File: src/dscg_pkg.sv
// Package: register map, field layout and types of the deep-sleep clock gating block
package dscg_pkg;

   // ----------------------------------------
   // Register offsets
   // ----------------------------------------
   localparam logic [11:0] DEEP_SLEEP_CLOCK_GATE_0_OFS = 12'h120;
   localparam logic [11:0] RUN_CLOCK_GATE_0_OFS = 12'h100;
   localparam logic [11:0] SLEEP_CLOCK_GATE_0_OFS = 12'h110;
   localparam logic [11:0] RUN_CLOCK_CONFIG_OFS = 12'h060;
   localparam logic [11:0] MODE_CTRL_OFS = 12'h180;
   localparam logic [11:0] IRQ_STATUS_OFS = 12'h184;
   localparam logic [11:0] IRQ_MASK_OFS = 12'h188;

   // ----------------------------------------
   // Field positions
   // ----------------------------------------
   localparam int ADC0_BIT = 16;
   localparam int HIBERNATION_BIT = 6;
   localparam int WATCHDOG_BIT = 3;
   localparam int AUTO_CLOCK_GATING_BIT = 27;
   localparam int NUM_GATES = 3;

   // ----------------------------------------
   // Masks and reset values
   // ----------------------------------------
   localparam logic [31:0] GATE_WRITABLE_MASK = 32'h0001_0048;
   localparam logic [31:0] GATE_RESET = 32'h0000_0040;
   localparam logic [31:0] RUN_CONFIG_WRITABLE_MASK = 32'h0800_0000;
   localparam logic [31:0] RUN_CONFIG_RESET = 32'h0000_0000;
   localparam logic [2:0] IRQ_RESET = 3'h0;

   // Bit of each gate within the gating registers, gate index 0..2
   localparam int GATE_POS [NUM_GATES] = '{ADC0_BIT, HIBERNATION_BIT, WATCHDOG_BIT};

   // ----------------------------------------
   // Types
   // ----------------------------------------
   typedef enum logic [2:0] {
      DSCG_RUN = 3'b001,
      DSCG_SLEEP = 3'b010,
      DSCG_DEEP = 3'b100
   } dscg_mode_t;

   typedef struct packed {
      logic [11:0] addr;
      logic write;
      logic [31:0] wdata;
   } dscg_apb_req_t;

endpackage

File: src/dscg_clock_gate.sv
// Deep-sleep clock gating register block with APB slave and unit access fault check
//
// Register access over APB was chosen for this implementation.
`timescale 1ns/1ps
// Function
// - Each gate bit at one clocks and enables its unit, at zero stops and disables it.
// - A bus access aimed at a unit whose clock is gated off is answered with a bus fault.
// - On reset the gating register reads 0x00000040, all gates off except hibernation.
// - The deep-sleep gating register governs only in deep-sleep; run and sleep use their own.
// - Sleep and deep-sleep gating apply only while the automatic gating bit is set.
// - Bit 16 gates converter module 0 in deep-sleep, read/write, reset zero.
// - Bit 6 gates the hibernation module in deep-sleep, read/write, reset one.
// - Bit 3 gates the watchdog module in deep-sleep, read/write, reset zero.
// - Bits 31:17, 15:7, 5:4 and 2:0 are read-only and read zero.
// - The register sits at offset 0x120 and is 32 bits wide.
module dscg_clock_gate (
   input wire logic ref_clk,
   input wire logic rst,
   input wire logic psel,
   input wire logic penable,
   input wire logic pwrite,
   input wire logic [11:0] paddr,
   input wire logic [31:0] pwdata,
   output logic [31:0] prdata,
   output logic pready,
   output logic pslverr,
   input wire logic sleep_req,
   input wire logic deep_sleep_req,
   input wire logic [2:0] unit_access,
   output logic [2:0] unit_fault,
   output logic [2:0] unit_clk_en,
   output logic irq
);

   // ----------------------------------------
   // Bus decode
   // ----------------------------------------
   dscg_pkg::dscg_apb_req_t req;
   logic wr_stb;
   logic rd_stb;
   logic hit;

   assign req = '{addr: paddr, write: pwrite, wdata: pwdata};
   assign wr_stb = psel && penable && req.write;
   assign rd_stb = psel && penable && !req.write;
   assign pready = 1'b1;

   always_comb begin
      case (req.addr)
         dscg_pkg::DEEP_SLEEP_CLOCK_GATE_0_OFS,
         dscg_pkg::RUN_CLOCK_GATE_0_OFS,
         dscg_pkg::SLEEP_CLOCK_GATE_0_OFS,
         dscg_pkg::RUN_CLOCK_CONFIG_OFS,
         dscg_pkg::MODE_CTRL_OFS,
         dscg_pkg::IRQ_STATUS_OFS,
         dscg_pkg::IRQ_MASK_OFS: hit = 1'b1;
         default: hit = 1'b0;
      endcase
   end

   assign pslverr = psel && penable && !hit;

   // ----------------------------------------
   // Gating registers
   // ----------------------------------------
   logic [31:0] deep_gate_q;
   logic [31:0] run_gate_q;
   logic [31:0] sleep_gate_q;
   logic [31:0] run_cfg_q;

   always_ff @(posedge ref_clk or posedge rst) begin
      if (rst) begin
         deep_gate_q <= dscg_pkg::GATE_RESET;
      end else if (wr_stb && req.addr == dscg_pkg::DEEP_SLEEP_CLOCK_GATE_0_OFS) begin
         deep_gate_q <= req.wdata & dscg_pkg::GATE_WRITABLE_MASK;
      end
   end

   always_ff @(posedge ref_clk or posedge rst) begin
      if (rst) begin
         run_gate_q <= dscg_pkg::GATE_RESET;
         sleep_gate_q <= dscg_pkg::GATE_RESET;
      end else if (wr_stb && req.addr == dscg_pkg::RUN_CLOCK_GATE_0_OFS) begin
         run_gate_q <= req.wdata & dscg_pkg::GATE_WRITABLE_MASK;
      end else if (wr_stb && req.addr == dscg_pkg::SLEEP_CLOCK_GATE_0_OFS) begin
         sleep_gate_q <= req.wdata & dscg_pkg::GATE_WRITABLE_MASK;
      end
   end

   always_ff @(posedge ref_clk or posedge rst) begin
      if (rst) begin
         run_cfg_q <= dscg_pkg::RUN_CONFIG_RESET;
      end else if (wr_stb && req.addr == dscg_pkg::RUN_CLOCK_CONFIG_OFS) begin
         run_cfg_q <= req.wdata & dscg_pkg::RUN_CONFIG_WRITABLE_MASK;
      end
   end

   // ----------------------------------------
   // Power mode
   // ----------------------------------------
   dscg_pkg::dscg_mode_t mode_q;
   dscg_pkg::dscg_mode_t mode_d;

   always_comb begin
      if (deep_sleep_req) begin
         mode_d = dscg_pkg::DSCG_DEEP;
      end else if (sleep_req) begin
         mode_d = dscg_pkg::DSCG_SLEEP;
      end else begin
         mode_d = dscg_pkg::DSCG_RUN;
      end
   end

   always_ff @(posedge ref_clk or posedge rst) begin
      if (rst) begin
         mode_q <= dscg_pkg::DSCG_RUN;
      end else begin
         mode_q <= mode_d;
      end
   end

   // ----------------------------------------
   // Effective gating selection
   // ----------------------------------------
   logic auto_clock_gating;
   logic [31:0] active_gate;

   assign auto_clock_gating = run_cfg_q[dscg_pkg::AUTO_CLOCK_GATING_BIT];

   always_comb begin
      case (mode_q)
         dscg_pkg::DSCG_RUN: active_gate = run_gate_q;
         dscg_pkg::DSCG_SLEEP: active_gate = auto_clock_gating ? sleep_gate_q : run_gate_q;
         dscg_pkg::DSCG_DEEP: active_gate = auto_clock_gating ? deep_gate_q : run_gate_q;
         default: active_gate = run_gate_q;
      endcase
   end

   // ----------------------------------------
   // Per-unit enable and fault
   // ----------------------------------------
   logic [2:0] gate_d;
   logic [2:0] fault_q;

   for (genvar g = 0; g < dscg_pkg::NUM_GATES; g++) begin : g_gate
      assign gate_d[g] = active_gate[dscg_pkg::GATE_POS[g]];
   end

   always_ff @(posedge ref_clk or posedge rst) begin
      if (rst) begin
         unit_clk_en <= 3'h0;
      end else begin
         unit_clk_en <= gate_d;
      end
   end

   always_ff @(posedge ref_clk or posedge rst) begin
      if (rst) begin
         fault_q <= 3'h0;
      end else begin
         fault_q <= unit_access & ~unit_clk_en;
      end
   end

   assign unit_fault = fault_q;

   // ----------------------------------------
   // Interrupts
   // ----------------------------------------
   logic [2:0] irq_status_q;
   logic [2:0] irq_mask_q;
   logic [2:0] irq_clr;

   assign irq_clr = (wr_stb && req.addr == dscg_pkg::IRQ_STATUS_OFS) ? req.wdata[2:0] : 3'h0;

   always_ff @(posedge ref_clk or posedge rst) begin
      if (rst) begin
         irq_status_q <= dscg_pkg::IRQ_RESET;
      end else begin
         irq_status_q <= (irq_status_q & ~irq_clr) | fault_q;
      end
   end

   always_ff @(posedge ref_clk or posedge rst) begin
      if (rst) begin
         irq_mask_q <= dscg_pkg::IRQ_RESET;
      end else if (wr_stb && req.addr == dscg_pkg::IRQ_MASK_OFS) begin
         irq_mask_q <= req.wdata[2:0];
      end
   end

   assign irq = |(irq_status_q & irq_mask_q);

   // ----------------------------------------
   // Read data
   // ----------------------------------------
   logic [31:0] rdata_d;

   always_comb begin
      case (req.addr)
         dscg_pkg::DEEP_SLEEP_CLOCK_GATE_0_OFS: rdata_d = deep_gate_q;
         dscg_pkg::RUN_CLOCK_GATE_0_OFS: rdata_d = run_gate_q;
         dscg_pkg::SLEEP_CLOCK_GATE_0_OFS: rdata_d = sleep_gate_q;
         dscg_pkg::RUN_CLOCK_CONFIG_OFS: rdata_d = run_cfg_q;
         dscg_pkg::MODE_CTRL_OFS: rdata_d = {26'h0, unit_clk_en, mode_q};
         dscg_pkg::IRQ_STATUS_OFS: rdata_d = {29'h0, irq_status_q};
         dscg_pkg::IRQ_MASK_OFS: rdata_d = {29'h0, irq_mask_q};
         default: rdata_d = 32'h0;
      endcase
   end

   // Read data is registered at setup so it is stable through the access phase
   always_ff @(posedge ref_clk or posedge rst) begin
      if (rst) begin
         prdata <= 32'h0;
      end else if (psel && !penable && !pwrite) begin
         prdata <= rdata_d;
      end
   end

   // ----------------------------------------
   // Assertions
   // ----------------------------------------
   property p_reset_value;
      @(posedge ref_clk) $fell(rst) |-> deep_gate_q == dscg_pkg::GATE_RESET;
   endproperty
   a_reset_value: assert property (p_reset_value) else $error("bad reset value");

   property p_reserved_zero;
      @(posedge ref_clk) disable iff (rst) (deep_gate_q & ~dscg_pkg::GATE_WRITABLE_MASK) == 32'h0;
   endproperty
   a_reserved_zero: assert property (p_reserved_zero) else $error("reserved bit set");

   property p_write_takes;
      @(posedge ref_clk) disable iff (rst)
         wr_stb && paddr == dscg_pkg::DEEP_SLEEP_CLOCK_GATE_0_OFS |=>
            deep_gate_q == ($past(pwdata) & dscg_pkg::GATE_WRITABLE_MASK);
   endproperty
   a_write_takes: assert property (p_write_takes) else $error("write not stored");

   property p_deep_enable;
      @(posedge ref_clk) disable iff (rst)
         mode_q == dscg_pkg::DSCG_DEEP && auto_clock_gating |=>
            unit_clk_en == {$past(deep_gate_q[dscg_pkg::WATCHDOG_BIT]),
               $past(deep_gate_q[dscg_pkg::HIBERNATION_BIT]),
               $past(deep_gate_q[dscg_pkg::ADC0_BIT])};
   endproperty
   a_deep_enable: assert property (p_deep_enable) else $error("deep gating wrong");

   property p_sleep_enable;
      @(posedge ref_clk) disable iff (rst)
         !rst && mode_q == dscg_pkg::DSCG_SLEEP && auto_clock_gating |=>
            unit_clk_en == {$past(sleep_gate_q[dscg_pkg::WATCHDOG_BIT]),
               $past(sleep_gate_q[dscg_pkg::HIBERNATION_BIT]),
               $past(sleep_gate_q[dscg_pkg::ADC0_BIT])};
   endproperty
   a_sleep_enable: assert property (p_sleep_enable) else $error("sleep gating wrong");

   property p_run_enable;
      @(posedge ref_clk) disable iff (rst)
         !rst && mode_q == dscg_pkg::DSCG_RUN |=>
            unit_clk_en == {$past(run_gate_q[dscg_pkg::WATCHDOG_BIT]),
               $past(run_gate_q[dscg_pkg::HIBERNATION_BIT]),
               $past(run_gate_q[dscg_pkg::ADC0_BIT])};
   endproperty
   a_run_enable: assert property (p_run_enable) else $error("run gating wrong");

   property p_no_auto;
      @(posedge ref_clk) disable iff (rst)
         !rst && !auto_clock_gating |=>
            unit_clk_en == {$past(run_gate_q[dscg_pkg::WATCHDOG_BIT]),
               $past(run_gate_q[dscg_pkg::HIBERNATION_BIT]),
               $past(run_gate_q[dscg_pkg::ADC0_BIT])};
   endproperty
   a_no_auto: assert property (p_no_auto) else $error("gating without auto bit");

   property p_fault;
      @(posedge ref_clk) disable iff (rst)
         (unit_access & ~unit_clk_en) != 3'h0 |=> unit_fault == $past(unit_access & ~unit_clk_en);
   endproperty
   a_fault: assert property (p_fault) else $error("missing bus fault");

   property p_irq_set;
      @(posedge ref_clk) disable iff (rst)
         fault_q != 3'h0 |=> (irq_status_q & $past(fault_q)) == $past(fault_q);
   endproperty
   a_irq_set: assert property (p_irq_set) else $error("fault event lost");

   property p_read_gate;
      @(posedge ref_clk) disable iff (rst)
         psel && !penable && !pwrite && paddr == dscg_pkg::DEEP_SLEEP_CLOCK_GATE_0_OFS |=>
            prdata == $past(deep_gate_q);
   endproperty
   a_read_gate: assert property (p_read_gate) else $error("gate read data wrong");

   property p_no_fault;
      @(posedge ref_clk) disable iff (rst)
         (unit_access & ~unit_clk_en) == 3'h0 |=> unit_fault == 3'h0;
   endproperty
   a_no_fault: assert property (p_no_fault) else $error("spurious bus fault");

   property p_hib_default;
      @(posedge ref_clk) $fell(rst) ##0 (!wr_stb) [*2] |->
         deep_gate_q[dscg_pkg::HIBERNATION_BIT] && !deep_gate_q[dscg_pkg::WATCHDOG_BIT];
   endproperty
   a_hib_default: assert property (p_hib_default) else $error("gate defaults wrong");

   property p_adc_rw;
      @(posedge ref_clk) disable iff (rst)
         wr_stb && paddr == dscg_pkg::DEEP_SLEEP_CLOCK_GATE_0_OFS ##1 1'b1 |->
            deep_gate_q[dscg_pkg::ADC0_BIT] == $past(pwdata[dscg_pkg::ADC0_BIT]);
   endproperty
   a_adc_rw: assert property (p_adc_rw) else $error("adc gate not writable");

endmodule

File: config.mk
export PLATFORM = sky130hd
export DESIGN_NAME = dscg_clock_gate
export DESIGN_NICKNAME = d
export VERILOG_FILES = /design/src/dscg_pkg.sv /design/src/dscg_clock_gate.sv
export SDC_FILE = /design/constraint.sdc
export NUM_CORES = 1
export LEC_CHECK = 0
export BUFFER_PORTS_ARGS = -buffer_cell sky130_fd_sc_hd__buf_2
export CAP_MARGIN = 0
export CORE_MARGIN = 8
export CORE_UTILIZATION = 35
export CTS_CLUSTER_DIAMETER = 60
export CTS_CLUSTER_SIZE = 16
export DETAILED_ROUTE_END_ITERATION = 10
export SYNTH_ARGS = -nofsm -noshare
export SYNTH_HDL_FRONTEND = slang
export SYNTH_SLANG_ARGS = --single-unit
File: constraint.sdc
create_clock -name ref_clk -period 4.1 [get_ports ref_clk]
set_clock_uncertainty 0.05 [all_clocks]
set_input_delay 0.82 -clock ref_clk [delete_from_list [all_inputs] [get_ports ref_clk]]
set_output_delay 0.82 -clock ref_clk [all_outputs]
set_load 0.01 [all_outputs]
## Yosys cells after proc, flatten, opt, wreduce, memory -nomap -nowiden

Index checks and enable logic that the tools add are counted.

| storage, ports and cells | value |
|---|---|
| register bits | 57 |
| latch bits | 0 |
| memory bits (writable) | 0 |
| memory bits (read-only) | 0 |
| input bits | 54 |
| output and inout port bits | 41 |
| word-level logic and storage cells | 51 |
| memories | 0 |

| operators by class | value |
|---|---|
| add/subtract/negate cells | 0 |
| multiply operators | 0 |
| div/mod/pow operators | 0 |
| magnitude comparators | 0 |
| eq/ne operators | 9 |
| shifts and indexed selects | 0 |
| multiplexer cells | 8 |
| bitwise gates (word level) | 7 |
| reduce and logical (&&, ||, !) cells | 17 |

Operators with widths:

| operator | count |
|---|---|
| $pmux W28 S7 | 1 |
| $eq A12 B9 Y1 const B | 6 |
| $mux W17 | 2 |
| $pmux W17 S2 | 1 |
| $eq A12 B7 Y1 const B | 1 |
| $logic_and A1 B1 Y1 | 11 |
| $and A3 B3 Y3 | 3 |
| $reduce_or A7 Y1 | 1 |
| $mux W3 | 2 |
| $not A3 Y3 | 2 |
| $eq A3 B2 Y1 const B | 1 |
| $eq A3 B3 Y1 const B | 1 |
| $logic_not A1 Y1 | 3 |
| $or A3 B3 Y3 | 1 |
| $reduce_or A3 Y1 | 1 |
| $mux W2 | 1 |
| $reduce_and A2 Y1 | 1 |
| $mux W1 | 1 |
| $not A1 Y1 | 1 |

## Logic depth before layout (Yosys ltp)

Gate-level depths: netlist (run 1).

| depth | value |
|---|---|
| depth in word-level cells | 7 |
| mapped depth | 5 |
| mapped depth without buffers | 4 |

## Worst setup path before layout (run 1)

OpenSTA, ideal clock, no wires.

| timing | value |
|---|---|
| path kind | input to output |
| from | in paddr[6] |
| to | out pslverr |
| data arrival time | 1.845 ns |
| required time | 3.230 ns |
| slack | 1.385 ns |
| stages | 4 |
| path buffers | 0 |
| path through | or4b_4 nor2_1 o21ai_0 and4b_1 |

| between the ends | value |
|---|---|
| longest elaborated chain between the ends | 5 |
| elaborated cells between the ends (all ways) | 11 |
| classes of those cells | eq/ne: 7; mux: 1; reduce/logical: 3 |

RTL lines:

| item | RTL line | RTL |
|---|---|---|
| from (decl) | dscg_clock_gate.sv:22 | `input wire logic [11:0] paddr,` |
| $eq A12 B9 Y1 or $eq A12 B7 Y1 (tied branches) | dscg_clock_gate.sv:49 | `case (req.addr)` |
| $reduce_or A7 Y1 * | dscg_clock_gate.sv:49 |  |
| $mux W1 * | dscg_clock_gate.sv:49 |  |
| $logic_not A1 Y1 * | dscg_clock_gate.sv:61 | `assign pslverr = psel && penable && !hit;` |
| $logic_and A1 B1 Y1 * | dscg_clock_gate.sv:61 |  |
| to (decl) | dscg_clock_gate.sv:26 | `output logic pslverr,` |

Mark *: on every way between the ends. The rest lies on a longest branch, timed or not.

## Final worst setup path (run 1)

Same ends and word-level chain as after synthesis.

==> results of run 1 <==
[cell usage after synthesis, drive strengths merged, types with 4 or more instances]
master	instances	area, µm²
dfrtp	30	750.7
buf	24	180.2
nand2	15	56.30
mux2	13	146.4
nor2	10	37.54
nor2b	7	43.79
a21oi	6	30.03
a22o	6	52.55
mux2i	6	60.06
nand3	6	30.03
clkbuf	5	18.77
dfstp	4	105.1
nor4	4	40.04
o21ai	4	20.02
[power by group through the flow]
| stage | Sequential, mW | Combinational [mW] | Clock, mW |
|---|---|---|---|
| 3_3_place_gp | 0.347 | 0.0610 | 0 |
| 4_1_cts | 0.342 | 0.0620 | 0.244 |
| 5_1_grt | 0.342 | 0.0698 | 0.258 |
| 6_report | 0.342 | 0.0622 | 0.235 |
| 3_5_place_dp | 0.348 | 0.0618 | 0 |
| 2_1_floorplan | 0.348 | 0.0528 | 0 |
[critical path: cells and delay by family]
| kind | cells | cell delay (ns) |
|---|---|---|
| simple gates | 3 | 1.00 |
| compound gates | 1 | 0.17 |
| buf+inv | 2 | 0.25 |
[area by class of cell]
cell class	count	area (µm²)	area share (%)
Inverter	3	11.26	0.5338
Multi-Input combinational cell	129	842.1	39.92
Tap cell	70	87.58	4.152
Timing Repair Buffer	46	232.7	11.03
Sequential cell	34	855.8	40.57
Clock buffer	8	80.08	3.796
[per-layer routing]
| metal | vias to the layer above | GRT usage, % | wire (µm) |
|---|---|---|---|
| li1 | 659 | - | - |
| met1 | 644 | 14.01 | 1869 |
| met2 | 64 | 17.38 | 1864 |
| met3 | 8 | 5.014 | 540 |
| met4 | 0 | 4.916 | 93 |
| met5 | - | 0 | 0 |
[worst max path at each step]
| stage | from | end | slack (ns) |
|---|---|---|---|
| final | paddr[6] | pslverr | 0.99 |
| after global routing | paddr[6] | pslverr | 0.92 |
| after CTS | paddr[6] | pslverr | 1.01 |
| after detailed placement | paddr[6] | pslverr | 1.02 |
| after global placement | paddr[6] | pslverr | 1.02 |
| after floorplan | paddr[6] | pslverr | 1.39 |
[flip-flops by register name, indices dropped and copies added (netlist names)]
signal	flops
deep_gate_q	3
irq_mask_q	3
irq_status_q	3
mode_q	3
prdata	9
run_cfg_q	1
run_gate_q	3
sleep_gate_q	3
unit_clk_en	3
unit_fault	3
[per-stage QoR]
step	hold slack (ns)	utilization [%]
after floorplan	0.4217	-
after global placement	0.3873	39.99
after detailed placement	0.3899	39.99
after CTS	0.3985	41.57
after global routing	0.4272	41.57
final	0.3930	41.57
[logic make-up after synthesis]
family | synth area share (%)
AOI/OAI and AO/OA | 9.939
buffers and inverters | 11.51
DFF | 46.88
muxes | 11.31
other | 0.4114
and+or+nand+nor | 19.95
==> impl_metrics.ini, run 1 <==
[yosys]
netlist_area_um2 = 1826
ys.flop_type = dfrtp_1
ys_seq_area_share_pct = 46.88
async_flop_share_pct = 100.0
yosysUniqueCellTypes = 37
syn_avg_cell_area_um2 = 10.55
synth_edf_count = 0
yosys_warnings = 0
syn_inst = 173
ys_ff_latch = 34

[pwr]
power_uw = 638.8
vdd_drop_max_uv = 146.9
p_leak_nw = 1.043
power-per-cell-area_nw_per_um2 = 302.8
p_switching_uw = 158.2
p_sw_share_pct = 24.77
comb_power_share_pct = 9.7
internal-power_uw = 480.6
seqPwrFrac_pct = 53.5
pwr-share-clk_pct = 36.8

[worst_setup_path]
worstPathArrival_ns = 2.24
ff2ff_path_depth = 3
r2r_slack_ns = 2.53
r2r_start = mode_q[2]$_DFF_PP0_
reg2reg_to = unit_clk_en[1]$_DFF_PP0_
max_stage_delay_ns = 0.55
cp-start-kind = primary input
cp-end-kind = primary output
crit_top_cell = buf_2
critical_path_class = primary input to primary output
cp.required_ns = 3.23
crit_fanout = 5
crit_slowest_cell = or4b_4
crit_chain = buf_2 -> or4b_4 -> nor2_1 -> o21ai_0 -> and4b_1 -> buf_2

[sta]
rsz0062_at_grt = false
period_share_pct = 75.75
final-setup-viol-count = 0
fmax_mhz = 322.0
min_period_ns = 3.106
fin_setup_tns_ns = 0
hold_violations = 0
fin_ws_ns = 0.9941
slew_viol_final = 0
slew_headroom_pct = 59.80
worstMarginPinSlew_ns = 0.6017

[routing]
wl_um = 4367
avgRoutedWirePerCell_um = 15.06
route.vias.total = 1375
drt_iter0_markers = 52
drc = 0
antenna_left = 0
drt_first_pass_iters = 4
viasPerCell = 4.741

[layout]
diodes = 0
area_growth_syn_to_layout_pct = 15.56
final_area_um2 = 2110
final_common_cell = buf_2
final_layout_size_suffix_gt1_share_pct = 33.18
finalNetCount = 273
fillers = 535
layout_common_cells = buf_2 (45), dfrtp_1 (30), conb_1 (24)
final_cell_count_no_fill = 290

[die]
rows = 26
dieArea_um2 = 7783
core_um2 = 5075
fp.dieW_um = 88.22
die_h_um = 88.22
start_util_pct = 35.97
ios = 95

[clock_network]
clkLatencyLatePin_ns = 0.28
cts_tree = done
h-tree-depth = 2
clockBufferDepth = 2
cts_sinks = 34
cts_buffers = 5
cts_setup_buffers = 0
clk_pin_slew_ns = 0.07
cts.hold.buffers_added = 0
cts_resized = 0
cts-root-buf = clkbuf_8

[placement]
post-place-ws_ns = 1.016
io_buffers = 45
gp_congestion = 0.7911
dpl_cell_area_um2 = 2029
dp.cells = 282
dpl.hpwl_um = 3454

[grt]
grt_usage_pct = 11.55
antenna_found_initial = 0
grt_max_degree = 35
grt_overflow_total = 0
grt_pass1_wl_um = 6844
grt_pass1_vias = 1401

[min_path]
hp-start = unit_fault[2]$_DFF_PP0_
min_path_cells = 1
worstHoldEndpoint = irq_status_q[2]$_DFF_PP0_
hold_path_class = register to register

[status]
status = complete, no violations

[run]
max_cap_viol_count = 0
No activity file was read; power rests on OpenSTA's default activity.
==> inputs of run 2 (changes only) <==
Settings changed: PLACE_DENSITY set to 0.67.
Clock period 4.1 ns to 2.5 ns, I/O delays scaled along.
==> run 2 against run 1 <==
Final cell count rose by 1.7%. Sequential power rose by 64%. Wire length fell by 2.6%. Clock power rose by 110%. Non-clock buffer count rose by 5. Die area did not move. Highest routed layer unchanged.
==> impl_metrics.ini, run 2 (synthesis results as in run 1) <==
[layout]
final_common_cell = buf_2
finalNetCount = 278
largest_register_ffs = 9
area_growth_syn_to_layout_pct = 19.26
top_register = prdata
final_layout_size_suffix_gt1_share_pct = 35.56
final_area_um2 = 2177
layout_common_cells = buf_2 (45), dfrtp_1 (30), conb_1 (24)
diodes = 0
final_cell_count_no_fill = 295

[clock_network]
cts_buffers = 5
cts-root-buf = clkbuf_8
clockBufferDepth = 2
clkLatencyLatePin_ns = 0.29
cts.hold.buffers_added = 0
cts_setup_buffers = 0
cts_tree = done
clk_pin_slew_ns = 0.07
cts_sinks = 34
h-tree-depth = 2
cts_resized = 0

[worst_setup_path]
cp.required_ns = 1.95
crit_buf_inv = 3
cp-end-kind = primary output
crit_top_cell = buf_2
path_delay_family = simple AND/OR/NAND/NOR gates
worstPathArrival_ns = 1.85
max_stage_delay_ns = 0.54
cp-start-kind = primary input
reg2reg_to = unit_clk_en[1]$_DFF_PP0_
crit_fanout = 3
setup.worst_path.end = pslverr
critPathLaunch = paddr[6]
crit_slowest_cell = or4b_4
crit_chain = buf_2 -> or4b_4 -> buf_4 -> nor2_1 -> o21ai_0 -> and4b_1 -> buf_2
path_depth = 7
r2r_start = mode_q[1]$_DFF_PP0_
r2r_slack_ns = 0.98
critical_path_class = primary input to primary output
ff2ff_path_depth = 3

[pwr]
seqPwrFrac_pct = 48.3
pwr-share-clk_pct = 42.8
vdd_drop_max_uv = 386.5
p_leak_nw = 1.080
power-per-cell-area_nw_per_um2 = 532.6
comb_power_share_pct = 8.9
p_switching_uw = 270.6
p_sw_share_pct = 23.34
internal-power_uw = 888.8

[status]
status = complete, no violations

[die]
fp.dieW_um = 88.22
rows = 26
start_util_pct = 35.97
die_h_um = 88.22
ios = 95
core_um2 = 5075
dieArea_um2 = 7783

[grt]
grt_overflow_total = 0
grt_max_degree = 35
grt_pass1_vias = 1370
grt_usage_pct = 11.35
grt_pass1_wl_um = 6720
antenna_found_initial = 0

[placement]
dpl.hpwl_um = 3376
dp.cells = 287
gp_congestion = 0.8011
dpl_cell_area_um2 = 2067
io_buffers = 45

[sta]
rsz0062_at_grt = false
min_period_ns = 2.398
slew_viol_final = 0
worstMarginPinSlew_ns = 0.6293
final-setup-viol-count = 0
fmax_mhz = 416.9
slew_headroom_pct = 57.96
fin_setup_tns_ns = 0
period_share_pct = 95.94
hold_violations = 0

[routing]
antenna_left = 0
viasPerCell = 4.647
route.vias.total = 1371
drt_first_pass_iters = 4
wl_um = 4253
drc = 0
avgRoutedWirePerCell_um = 14.42
drt_iter0_markers = 121

[run]
max_cap_viol_count = 0

[min_path]
hold_path_class = primary input to asynchronous set/reset pin
-- run 2: changes by cell type in the layout (fill, tap and decap cells not counted), sizes merged --
cell,change
clkinvlp,+1
bufinv,+1
buf,+5
clkbuf,-2
-- run 2: power by group through the flow --
stage | logic [mW] | registers (mW) | clock network [mW]
5_1_grt | 0.116 | 0.560 | 0.540
3_5_place_dp | 0.102 | 0.570 | 0
2_1_floorplan | 0.0866 | 0.570 | 0
3_3_place_gp | 0.101 | 0.570 | 0
6_report | 0.104 | 0.560 | 0.496
4_1_cts | 0.103 | 0.560 | 0.508
-- run 2: final cells by class --
type	instances	area, µm²
clock buffers	6	72.57
clock inverters	2	37.54
fillers	537	2898
inverters	3	11.26
multi-input cells	129	842.1
flip-flops and latches	34	855.8
well taps	70	87.58
repair buffers	51	270.3
-- run 2: worst min-delay path by stage --
stage / start / endpoint / slack (ns) / depth (start not counted)
floorplan: irq_status_q[1]$_DFF_PP0_ / irq_status_q[1]$_DFF_PP0_ / 0.42 / 1
global placement: unit_fault[2]$_DFF_PP0_ / irq_status_q[2]$_DFF_PP0_ / 0.39 / 1
detailed placement: unit_fault[2]$_DFF_PP0_ / irq_status_q[2]$_DFF_PP0_ / 0.39 / 1
CTS: rst / irq_mask_q[2]$_DFFE_PP0P_ / 0.25 / 3
global route: rst / irq_mask_q[2]$_DFFE_PP0P_ / 0.29 / 3
finish: rst / irq_status_q[0]$_DFF_PP0_ / 0.24 / 3
-- run 2: tightest hold or removal path: cells and delay by family --
| kind | cells | cell delay [ns] |
|---|---|---|
| buffers and inverters | 3 | 0.50 |
-- run 2: routing by layer --
metal / global-route usage, % / wire length (µm) / vias to the layer above
li1: - / - / 677
met4: 4.608 / 66 / 0
met2: 18.06 / 1904 / 53
met3: 3.807 / 414 / 7
met5: 0 / 0 / -
met1: 13.71 / 1868 / 634
-- run 2: stage by stage --
| stage | power (mW) | worst slack [ns] | hold WS (ns) | util (%) |
|---|---|---|---|---|
| global route | 1.216 | 0.02764 | 0.2911 | 42.90 |
| global placement | 0.6715 | 0.03440 | 0.3871 | 40.73 |
| CTS | 1.171 | 0.1015 | 0.2515 | 42.90 |
| detailed placement | 0.6725 | 0.03531 | 0.3933 | 40.73 |
| finish | 1.159 | 0.1016 | 0.2404 | 42.90 |
| floorplan | 0.6570 | 0.2108 | 0.4217 | - |
